`config.mk`:
```
export PLATFORM = sky130hd
export DESIGN_NAME = inv_registered_bus_xcvr
export DESIGN_NICKNAME = d
export VERILOG_FILES = /design/src/hw/xcvr_pkg.sv /design/src/hw/xcvr_fifo.sv /design/src/hw/inv_registered_bus_xcvr.sv
export SDC_FILE = /design/constraint.sdc
export NUM_CORES = 1
export LEC_CHECK = 0
export ABC_AREA = 1
export BUFFER_PORTS_ARGS = -buffer_cell sky130_fd_sc_hd__clkbuf_2
export CORE_MARGIN = 8
export CORE_UTILIZATION = 60
export DETAILED_ROUTE_END_ITERATION = 8
export GPL_TIMING_DRIVEN = 1
export PLACE_DENSITY = 0.76
export SLEW_MARGIN = 10
export SYNTH_ARGS = -nofsm -noshare
export SYNTH_HDL_FRONTEND = slang
export SYNTH_SLANG_ARGS = --single-unit
```
`constraint.sdc`:
```
create_clock -name clk_sys -period 10.5 [get_ports clk_sys]
set_input_delay 2.625 -clock clk_sys [delete_from_list [all_inputs] [get_ports clk_sys]]
set_output_delay 2.625 -clock clk_sys [all_outputs]
set_load 0.01 [all_outputs]
```
`src/hw/xcvr_pkg.sv`:
```
// shared constants for the inverting registered bus transceiver
package xcvr_pkg;
  localparam int unsigned DATA_W      = 8;      // width of each parallel port
  localparam int unsigned FIFO_DEPTH  = 16;     // capture words held in each queue memory, plus one in its read stage
  localparam int unsigned SYNC_STAGES = 2;      // flip-flops on every pin input
  localparam logic [7:0]  STORE_RST   = 8'h00;  // storage register value after reset
  localparam logic        OE_RST      = 1'b0;   // port drivers released after reset
  localparam logic        OUT_RST     = 1'b0;   // output data bits after reset
  localparam logic        VALID_RST   = 1'b0;   // storage content unknown after reset
  localparam real         CLK_PERIOD  = 4.0;    // system clock period in nanoseconds
endpackage

```
`src/hw/xcvr_fifo.sv`:
```
// first-in first-out buffer with registered read data and valid/ready on both sides
`timescale 1ns/10ps
`default_nettype none
module xcvr_fifo #(
  parameter int unsigned WIDTH = 8,
  parameter int unsigned DEPTH = 16
) (
  input  wire logic             clk_sys,
  input  wire logic             sys_rst,
  input  wire logic             ce,
  input  wire logic             in_valid,
  output logic                  in_ready,
  input  wire logic [WIDTH-1:0] in_data,
  output logic                  out_valid,
  input  wire logic             out_ready,
  output logic      [WIDTH-1:0] out_data,
  output logic                  empty,
  output logic                  full
);
  localparam int unsigned AW = (DEPTH > 1) ? $clog2(DEPTH) : 1;
  localparam logic [AW:0] DEPTH_CNT = (AW+1)'(DEPTH);

  logic [WIDTH-1:0] mem_r [DEPTH];
  logic [AW-1:0]    wr_ptr_r;
  logic [AW-1:0]    rd_ptr_r;
  logic [AW:0]      count_r;
  logic             out_valid_r;
  logic [WIDTH-1:0] out_data_r;
  wire              push;
  wire              load;

  // pointer step with wrap at the configured depth
  function automatic logic [AW-1:0] ptr_inc(input logic [AW-1:0] p);
    ptr_inc = (p == AW'(DEPTH - 1)) ? '0 : p + AW'(1);
  endfunction

  // handshakes: memory full stalls the source, output stage refills when drained
  assign full      = (count_r == DEPTH_CNT);
  assign in_ready  = ~full;
  assign push      = ce & in_valid & ~full;
  assign load      = ce & (count_r != '0) & (~out_valid_r | out_ready);
  assign out_valid = out_valid_r;
  assign out_data  = out_data_r;
  assign empty     = (count_r == '0) & ~out_valid_r;

  // storage array, written only on an accepted push
  always_ff @(posedge clk_sys) begin
    if (push) begin
      mem_r[wr_ptr_r] <= in_data;
    end
  end

  // pointers, occupancy and registered read stage
  always_ff @(posedge clk_sys or posedge sys_rst) begin
    if (sys_rst) begin
      wr_ptr_r    <= '0;
      rd_ptr_r    <= '0;
      count_r     <= '0;
      out_valid_r <= 1'b0;
      out_data_r  <= '0;
    end else if (ce) begin
      if (push) wr_ptr_r <= ptr_inc(wr_ptr_r);
      if (load) rd_ptr_r <= ptr_inc(rd_ptr_r);
      count_r <= count_r + (AW+1)'(push) - (AW+1)'(load);
      if (load) begin
        out_valid_r <= 1'b1;
        out_data_r  <= mem_r[rd_ptr_r];
      end else if (out_ready) begin
        out_valid_r <= 1'b0;
      end
    end
  end
endmodule
`default_nettype wire

```
`src/hw/inv_registered_bus_xcvr.sv`:
```
// eight-bit inverting bus transceiver with one storage register per side
`timescale 1ns/10ps
`default_nettype none
module inv_registered_bus_xcvr #(
  parameter int unsigned WIDTH = xcvr_pkg::DATA_W,
  parameter int unsigned DEPTH = xcvr_pkg::FIFO_DEPTH
) (
  input  wire logic             clk_sys,
  input  wire logic             sys_rst,
  input  wire logic             ce,
  // bus pins, split into input, output and output enable
  input  wire logic [WIDTH-1:0] a_port_bits_in,
  output logic      [WIDTH-1:0] a_port_bits_out,
  output logic                  a_port_bits_oe,
  input  wire logic [WIDTH-1:0] b_port_bits_in,
  output logic      [WIDTH-1:0] b_port_bits_out,
  output logic                  b_port_bits_oe,
  // control pins
  input  wire logic             output_enable_n,
  input  wire logic             direction,
  input  wire logic             a_capture_clock,
  input  wire logic             b_capture_clock,
  input  wire logic             a_to_b_source_select,
  input  wire logic             b_to_a_source_select,
  // storage path control and status
  input  wire logic             store_hold,
  output logic                  a_capture_ready,
  output logic                  b_capture_ready,
  output logic                  a_store_valid,
  output logic                  b_store_valid,
  output logic      [WIDTH-1:0] a_store_data,
  output logic      [WIDTH-1:0] b_store_data
);
  localparam int unsigned SYNC_N = xcvr_pkg::SYNC_STAGES;

  // synchroniser chains; only the last stage is read by logic
  logic [WIDTH-1:0]  a_sync_r [SYNC_N];
  logic [WIDTH-1:0]  b_sync_r [SYNC_N];
  logic [SYNC_N-1:0] oe_n_sync_r;
  logic [SYNC_N-1:0] dir_sync_r;
  logic [SYNC_N-1:0] sel_ab_sync_r;
  logic [SYNC_N-1:0] sel_ba_sync_r;
  logic [SYNC_N-1:0] acap_sync_r;
  logic [SYNC_N-1:0] bcap_sync_r;
  logic              acap_last_r;
  logic              bcap_last_r;

  // storage registers and output stage
  logic [WIDTH-1:0] a_store_r;
  logic [WIDTH-1:0] b_store_r;
  logic             a_valid_r;
  logic             b_valid_r;
  logic [WIDTH-1:0] a_out_r;
  logic [WIDTH-1:0] a_out_nxt;
  logic [WIDTH-1:0] b_out_r;
  logic [WIDTH-1:0] b_out_nxt;
  logic             a_oe_r;
  logic             b_oe_r;

  // synchronised views
  wire [WIDTH-1:0] a_live;
  wire [WIDTH-1:0] b_live;
  wire             oe_n_s;
  wire             dir_s;
  wire             sel_ab_s;
  wire             sel_ba_s;
  wire             acap_s;
  wire             bcap_s;

  // capture and drain handshakes
  wire             a_edge;
  wire             b_edge;
  wire             a_pop_valid;
  wire             b_pop_valid;
  wire [WIDTH-1:0] a_pop_data;
  wire [WIDTH-1:0] b_pop_data;
  wire             drain_ready;
  wire             a_wr;
  wire             b_wr;
  wire             drive_a;
  wire             drive_b;

  // pick live or stored word and invert it for the port
  function automatic logic [WIDTH-1:0] inv_mux(input logic sel,
                                               input logic [WIDTH-1:0] live,
                                               input logic [WIDTH-1:0] stored);
    inv_mux = ~(sel ? stored : live);
  endfunction

  // two-stage synchronisers on every pin
  // the enable chain resets to disabled so no port is driven before the pins settle
  always_ff @(posedge clk_sys or posedge sys_rst) begin
    if (sys_rst) begin
      for (int i = 0; i < SYNC_N; i++) begin
        a_sync_r[i] <= '0;
        b_sync_r[i] <= '0;
      end
      oe_n_sync_r   <= '1;
      dir_sync_r    <= '0;
      sel_ab_sync_r <= '0;
      sel_ba_sync_r <= '0;
      acap_sync_r   <= '0;
      bcap_sync_r   <= '0;
    end else if (ce) begin
      a_sync_r[0]   <= a_port_bits_in;
      b_sync_r[0]   <= b_port_bits_in;
      for (int i = 1; i < SYNC_N; i++) begin
        a_sync_r[i] <= a_sync_r[i-1];
        b_sync_r[i] <= b_sync_r[i-1];
      end
      oe_n_sync_r   <= {oe_n_sync_r[SYNC_N-2:0], output_enable_n};
      dir_sync_r    <= {dir_sync_r[SYNC_N-2:0], direction};
      sel_ab_sync_r <= {sel_ab_sync_r[SYNC_N-2:0], a_to_b_source_select};
      sel_ba_sync_r <= {sel_ba_sync_r[SYNC_N-2:0], b_to_a_source_select};
      acap_sync_r   <= {acap_sync_r[SYNC_N-2:0], a_capture_clock};
      bcap_sync_r   <= {bcap_sync_r[SYNC_N-2:0], b_capture_clock};
    end
  end

  // last synchroniser stage of each pin
  assign a_live   = a_sync_r[SYNC_N-1];
  assign b_live   = b_sync_r[SYNC_N-1];
  assign oe_n_s   = oe_n_sync_r[SYNC_N-1];
  assign dir_s    = dir_sync_r[SYNC_N-1];
  assign sel_ab_s = sel_ab_sync_r[SYNC_N-1];
  assign sel_ba_s = sel_ba_sync_r[SYNC_N-1];
  assign acap_s   = acap_sync_r[SYNC_N-1];
  assign bcap_s   = bcap_sync_r[SYNC_N-1];

  // previous capture clock level for edge detection
  always_ff @(posedge clk_sys or posedge sys_rst) begin
    if (sys_rst) begin
      acap_last_r <= 1'b0;
      bcap_last_r <= 1'b0;
    end else if (ce) begin
      acap_last_r <= acap_s;
      bcap_last_r <= bcap_s;
    end
  end

  // rising capture edges, independent of enable and direction
  // a capture pin that idles high out of reset reads as one rising edge
  assign a_edge = acap_s & ~acap_last_r;
  assign b_edge = bcap_s & ~bcap_last_r;

  // captured words queue per side; store_hold stalls the drain
  assign drain_ready     = ~store_hold;
  assign a_wr            = ce & a_pop_valid & drain_ready;
  assign b_wr            = ce & b_pop_valid & drain_ready;
  assign a_store_valid   = a_valid_r;
  assign b_store_valid   = b_valid_r;
  assign a_store_data    = a_store_r;
  assign b_store_data    = b_store_r;

  xcvr_fifo #(
    .WIDTH (WIDTH),
    .DEPTH (DEPTH)
  ) a_fifo (
    .clk_sys   (clk_sys),
    .sys_rst   (sys_rst),
    .ce        (ce),
    .in_valid  (a_edge),
    .in_ready  (a_capture_ready),
    .in_data   (a_live),
    .out_valid (a_pop_valid),
    .out_ready (drain_ready),
    .out_data  (a_pop_data),
    .empty     (),
    .full      ()
  );

  xcvr_fifo #(
    .WIDTH (WIDTH),
    .DEPTH (DEPTH)
  ) b_fifo (
    .clk_sys   (clk_sys),
    .sys_rst   (sys_rst),
    .ce        (ce),
    .in_valid  (b_edge),
    .in_ready  (b_capture_ready),
    .in_data   (b_live),
    .out_valid (b_pop_valid),
    .out_ready (drain_ready),
    .out_data  (b_pop_data),
    .empty     (),
    .full      ()
  );

  // storage registers: loaded from the queue, otherwise held
  always_ff @(posedge clk_sys or posedge sys_rst) begin
    if (sys_rst) begin
      a_store_r <= WIDTH'(xcvr_pkg::STORE_RST);
      b_store_r <= WIDTH'(xcvr_pkg::STORE_RST);
      a_valid_r <= xcvr_pkg::VALID_RST;
      b_valid_r <= xcvr_pkg::VALID_RST;
    end else begin
      if (a_wr) begin
        a_store_r <= a_pop_data;
        a_valid_r <= 1'b1;
      end
      if (b_wr) begin
        b_store_r <= b_pop_data;
        b_valid_r <= 1'b1;
      end
    end
  end

  // port drive decode and inverted data selection
  assign drive_a   = ~oe_n_s & ~dir_s;
  assign drive_b   = ~oe_n_s & dir_s;
  assign a_out_nxt = inv_mux(sel_ba_s, b_live, b_store_r);
  assign b_out_nxt = inv_mux(sel_ab_s, a_live, a_store_r);

  // registered outputs: a select change only swaps data on a clock edge
  always_ff @(posedge clk_sys or posedge sys_rst) begin
    if (sys_rst) begin
      a_out_r <= {WIDTH{xcvr_pkg::OUT_RST}};
      b_out_r <= {WIDTH{xcvr_pkg::OUT_RST}};
      a_oe_r  <= xcvr_pkg::OE_RST;
      b_oe_r  <= xcvr_pkg::OE_RST;
    end else if (ce) begin
      a_out_r <= a_out_nxt;
      b_out_r <= b_out_nxt;
      a_oe_r  <= drive_a;
      b_oe_r  <= drive_b;
    end
  end

  assign a_port_bits_out = a_out_r;
  assign a_port_bits_oe  = a_oe_r;
  assign b_port_bits_out = b_out_r;
  assign b_port_bits_oe  = b_oe_r;
endmodule
`default_nettype wire

```
# Word level (Yosys, flattened, before mapping)
# Memory sizes are Yosys's and may differ from the RTL's. A register that Yosys moved wholly into a read port is not among the register bits.
# Cells that the tools add are included.
classes:
  n_addsub: 8
  eq_ne: 8
  n_mux: 13
  bitwise: 29
  n_reduce_logical: 8
ops:
  columns: ["op", "n"]
  rows:
  - ["4-bit by 1-bit adder with 4-bit output, second input constant", 4]
  - ["1-bit bitwise AND", 16]
  - ["4-bit equality test, second input constant", 4]
  - ["4-bit 2-to-1 mux", 4]
  - ["8-bit 2-to-1 mux", 2]
  - ["8-bit NOT", 2]
  - ["2-bit AND reduction", 6]
  - ["5-bit by 1-bit adder with 5-bit output", 2]
  - ["5-bit equality test, second input constant", 2]
  - ["5-bit nonzero test", 2]
  - ["5-bit by 1-bit subtractor with 5-bit output", 2]
  - ["1-bit NOT", 9]
  - ["1-bit 2-to-1 mux", 7]
  - ["2-bit by 1-bit != test with 1-bit output, second input constant", 2]
  - ["1-bit OR", 2]
word_totals:
  reg_bits: 110
  ramBits: 256
  inputBits: 26
  output_inout_bits: 38
  elab_cells: 96
  memories: 2
memory_table:
  columns: ["memory", "words", "width", "rd", "rd_clocked_by_memory_dff", "wr", "line", "rtl"]
  rows:
  - ["a_fifo.mem_r", 16, 8, 1, 1, 1, "xcvr_fifo.sv:23", "logic [WIDTH-1:0] mem_r [DEPTH];"]
  - ["b_fifo.mem_r", 16, 8, 1, 1, 1, "xcvr_fifo.sv:23", null]

# Longest topological paths before layout
depth:
  depth_word: 6
  mapped_depth: 15
  depth_no_buf: 14

# Modules after synthesis
# From an unflattened synthesis, not the netlist that was laid out.
unflattened:
  hier_cells: 1728
  hier_area_um2: 16888.7
by_module_without_submodules:
  columns: ["mod", "instances", "cells_per_inst", "area_per_inst_um2", "seq_area_each_um2"]
  rows:
  - ["xcvr_fifo at b_fifo", 1, 686, 6780.3, 4394.2]
  - ["xcvr_fifo at a_fifo", 1, 674, 6742.7, 4394.2]
  - ["inv_registered_bus_xcvr", 1, 368, 3365.7, 2054.5]

# Worst setup path after synthesis
# OpenSTA, ideal clock, no wires.
synth_timing:
  path_type: "input to register"
  startpoint: "input ce"
  endpoint: "register b_fifo.count_r[4]"
  setup_time_ns: 0.083
  t_arrival_ns: 4.457
  t_required_ns: 10.417
  slack_ns: 5.961
  cell_stages: 13
  n_path_buf: 2
  cell_sequence: "buf_6 > nand3_4 > inv_2 > buf_6 > ha_1 > inv_1 > ha_1 > inv_1 > fa_1 > o21ai_0 > xor2_1 > nand2_1 > o21ai_0"
synth_between:
  word_cells_on_any_way: 6
  classes_between: "2 x add/sub; 4 x bitwise"
synth_lines:
  columns: ["item", "line", "rtl"]
  rows:
  - ["start: declaration", "inv_registered_bus_xcvr.sv:10", "input wire logic ce,"]
  - ["1-bit bitwise AND (2 in a row)", "xcvr_fifo.sv:41", "assign load = ce & (count_r != '0) & (~out_valid_r | out_ready);"]
  - ["named net b_fifo.load", "xcvr_fifo.sv:30", "wire load;"]
  - ["5-bit by 1-bit subtractor with 5-bit output", "xcvr_fifo.sv:64", "count_r <= count_r + (AW+1)'(push) - (AW+1)'(load);"]
  - ["end signal: assignment", "xcvr_fifo.sv:64", null]
  - ["end: declaration", "xcvr_fifo.sv:26", "logic [AW:0] count_r;"]
# The timed path passes the listed nets, and every way through them passes these cells.
# A chain may end at the register's enable or synchronous reset.

# Worst setup path in the final report
layout_timing:
  startpoint: "input ce"
  endpoint: "register a_fifo.count_r[4]"
layout_between:
  elab_chain_cells: 4
  word_cells_on_any_way: 6
  classes_between: "2 x add/sub; 4 x bitwise"
layout_rtl:
  columns: ["item", "line", "rtl"]
  rows:
  - ["1-bit bitwise AND (2 in a row)", "xcvr_fifo.sv:40", "assign push = ce & in_valid & ~full;"]
  - ["5-bit by 1-bit adder with 5-bit output", "xcvr_fifo.sv:64", null]
  - ["5-bit by 1-bit subtractor with 5-bit output", "xcvr_fifo.sv:64", null]
  - ["end signal: assignment", "xcvr_fifo.sv:64", null]
  - ["end: declaration", "xcvr_fifo.sv:26", null]
# Several ways; a longest one is shown, not always the timed one.

==> impl_metrics.ini <==
[worst_setup_path]
cp.arrival_ns = 5.42
r2r_cells = 7
end_kind = flop
startpoint = ce
r2r_slack_ns = 7.41
path_depth = 13
critPathTopFamily = buffers and inverters
reg2reg_to = b_fifo.out_data[3]
cp_cell_sequence = clkbuf_2 > buf_4 > nand3_4 > inv_2 > ha_1 > inv_1 > ha_1 > inv_1 > fa_1 > o21ai_0 > xor2_1 > nand2_1 > o21ai_0
max_stage_delay_ns = 0.56
cp-start-kind = primary input
critical_path_class = primary input to flop
cp_num_buf_inv = 5
worst-path-max-fanout = 76
cp-endpoint = a_fifo.count_r[4]
cpMaxStageDelayCell = buf_4
r2r_start = b_fifo.rd_ptr_r[1]
required_ns = 10.94

[logic_synthesis]
yosys.area_share.simple_pct = 20.6
yosys-top-cells-count = 536 x nand2_1, 279 x inv_1, 256 x edfxtp_1, 195 x nand3_1, 124 x dfrtp_1
synth_most_common_cell = nand2_1
async_reset_ff_share_pct = 33.0
synth.mux.area_fraction_pct = 0
netlist_area_mm2 = 0.0167
synth_top_family_by_area = simple AND/OR/NAND/NOR gates
ys.flop_type = edfxtp_1
avgSynthCellArea_um2 = 9.72
synthCells = 1719
synthTopCellsByArea = edfxtp_1 46%, dfrtp_1 19%, nand2_1 12%, inv_1 6.3%, nand3_1 5.8%
syn-num-nets = 1769
synth_edf_count = 256
synth.distinct_cells = 25
synth_compound_area_share_pct = 2.93
yosysSeqAreaShare_pct = 64.9
synthXorXnorAreaFrac_pct = 0.786
synth-adder-area-share_pct = 1.89
netlist.area_leader.share_pct = 46.0
synth-seq-cells = 382
synth_top_area_cell = edfxtp_1
ys_warn_count = 0

[sta]
final-max-slew-violation-count = 0
period_share_pct = 47.4
setup-tns-final_ns = 0
slew_headroom_pct = 14.5
fin_ws_ns = 5.52
finClkSkew_ns = 0.00984
hold_violations = 0
whs_ns = 0.461
setup_viol = 0
period_minus_slack_ns = 4.98
clock.fmax_mhz = 201
worst_pin_slew_ns = 1.28
rsz0062_at_grt = false

[detailed_routing]
antenna_left = 0
drt-initial-drc-count = 1330
drc = 0
vias_per_cell = 5.32
first_pass_iters = 6
wirelength_um = 37100
wl_per_cell_um = 17.1
via_count = 11500

[clock_tree]
clockBufferDepth = 3
cts_setup_buffers = 0
cts_tree = built
cts_hold_buffers = 0
cts.sinks = 382
path_clk_slew_ns = 0.06
htree_levels = 2
cts_inserted_buffers = 38
cts_root_buffer = clkbuf_16
cts_resized = 0
clk_latency_ns = 0.52

[die]
die-area_mm2 = 0.0335
core_area_mm2 = 0.0276
boundaryPins = 64
initial_utilization_pct = 60.5
die_y_um = 183
die_x_um = 183
fp-row-count = 61

[power]
vdd_drop_max_uv = 187
p_per_area_mw_per_mm2 = 256
leakagePower_uw = 0.00849

[finish]
drive_gt1_share_pct = 8.12
n_fill_cell = 2064
ff_latch_area_mm2 = 0.0108
nets = 1806
final_core_util_pct = 66.7
syn_to_final_growth_pct = 10.2
diodes = 0
final_area_mm2 = 0.0184
multi_input_area_mm2 = 0.00438

[global_routing]
grt_max_degree = 79
grt.total_usage_pct = 22.4
antenna_found_initial = 0
grt_remaining_overflow = 0
grt_pass1_vias = 11100
grt_pass1_wl_um = 59300

[status]
status = finished clean

[placed_design]
pre_cts_slack_ns = 5.03
portBuffers = 63
gp_congestion = 0.909
hpwlAfterDp_um = 23600
place_area_mm2 = 0.0171

[worst_hold_path]
hold_class = flop to flop
hold_depth = 1

[run]
maxCapViolCount = 0
[kinds of logic (layout without fill, tap and decap cells)]
family	Yosys count	count (layout)
AOI/OAI and AO/OA	98	98
xor gates and xnor gates	15	15
adders and majority gates	24	24
buffers and inverters	359	426
DFF	382	382
and+or+nand+nor	841	841
[report_power, final]
group | leakage, uW | switching (uW) | internal (uW)
sequential | 0.00383 | 213 | 1800
clock | 0.000634 | 558 | 820
combinational | 0.00402 | 900 | 413
total | 0.00849 | 1670 | 3040
[per-stage QoR]
stage	total power, uW	std cells
2_1_floorplan	2950	1719
3_3_place_gp	3280	2094
3_5_place_dp	3330	2094
4_1_cts	4700	2164
5_1_grt	4970	2164
6_report	4710	2164
[worst min-delay path by stage]
| stage | from | endpoint | slack (ns) |
|---|---|---|---|
| after floorplan | dir_sync_r[1] | a_port_bits_oe | 0.44 |
| after detailed placement | a_store_valid | a_store_valid | 0.45 |
| after global placement | a_store_valid | a_store_valid | 0.45 |
| final | dir_sync_r[1] | a_port_bits_oe | 0.46 |
| after CTS | a_store_valid | a_store_valid | 0.47 |
| after global routing | dir_sync_r[1] | a_port_bits_oe | 0.47 |
[layout by cell type (no fill, tap or decap), types with 2 or more instances in the layout]
master | Yosys | final
clkbuf_1 | 20 | 6
clkbuf_2 | 0 | 63
edfxtp_1 | 256 | 256
clkinv_1 | 2 | 7
dfstp_2 | 2 | 2
inv_1 | 279 | 277
dfrtp_1 | 124 | 122
nand2_1 | 536 | 536
nand3_1 | 195 | 195
fa_1 | 2 | 2
nor3_1 | 4 | 4
xor2_1 | 11 | 11
ha_1 | 22 | 22
clkinv_2 | 0 | 8
clkbuf_16 | 0 | 41
bufinv_16 | 0 | 3
xnor2_1 | 4 | 4
buf_4 | 18 | 6
inv_2 | 6 | 7
dfrtp_2 | 0 | 2
a21oi_1 | 20 | 20
o21ai_0 | 78 | 78
nand3_4 | 2 | 2
clkbuf_8 | 0 | 5
nor2_1 | 101 | 101
[area by class of cell]
class	instances	share of cell area, %
repair buffers	69	1.96
clock inverters	18	0.896
multi-input cells	978	23.8
well taps	378	2.57
flip-flops and latches	382	58.9
inverters	287	5.86
clock buffers	52	6.06
[per-layer routing]
layer	global-route usage (%)	vias up	routed length, um
met5	0	-	0
met4	7.55	0	1090
met3	4.19	89	3180
met2	34.3	501	16600
met1	32.3	5412	16200
li1	-	5507	-
[registers in the layout, summed over array words and instances (netlist names), 2 cells and up]
| signal | count |
|---|---|
| a_fifo.count_r | 5 |
| a_fifo.mem_r | 128 |
| a_fifo.out_data | 8 |
| a_fifo.rd_ptr_r | 4 |
| a_fifo.wr_ptr_r | 4 |
| a_live | 8 |
| a_port_bits_out | 8 |
| a_store_data | 8 |
| a_sync_r | 8 |
| acap_sync_r | 2 |
| b_fifo.count_r | 5 |
| b_fifo.mem_r | 128 |
| b_fifo.out_data | 8 |
| b_fifo.rd_ptr_r | 4 |
| b_fifo.wr_ptr_r | 4 |
| b_live | 8 |
| b_port_bits_out | 8 |
| b_store_data | 8 |
| b_sync_r | 8 |
| bcap_sync_r | 2 |
| dir_sync_r | 2 |
| oe_n_sync_r | 2 |
| sel_ab_sync_r | 2 |
| sel_ba_sync_r | 2 |
No activity file was read; power rests on OpenSTA's default activity.
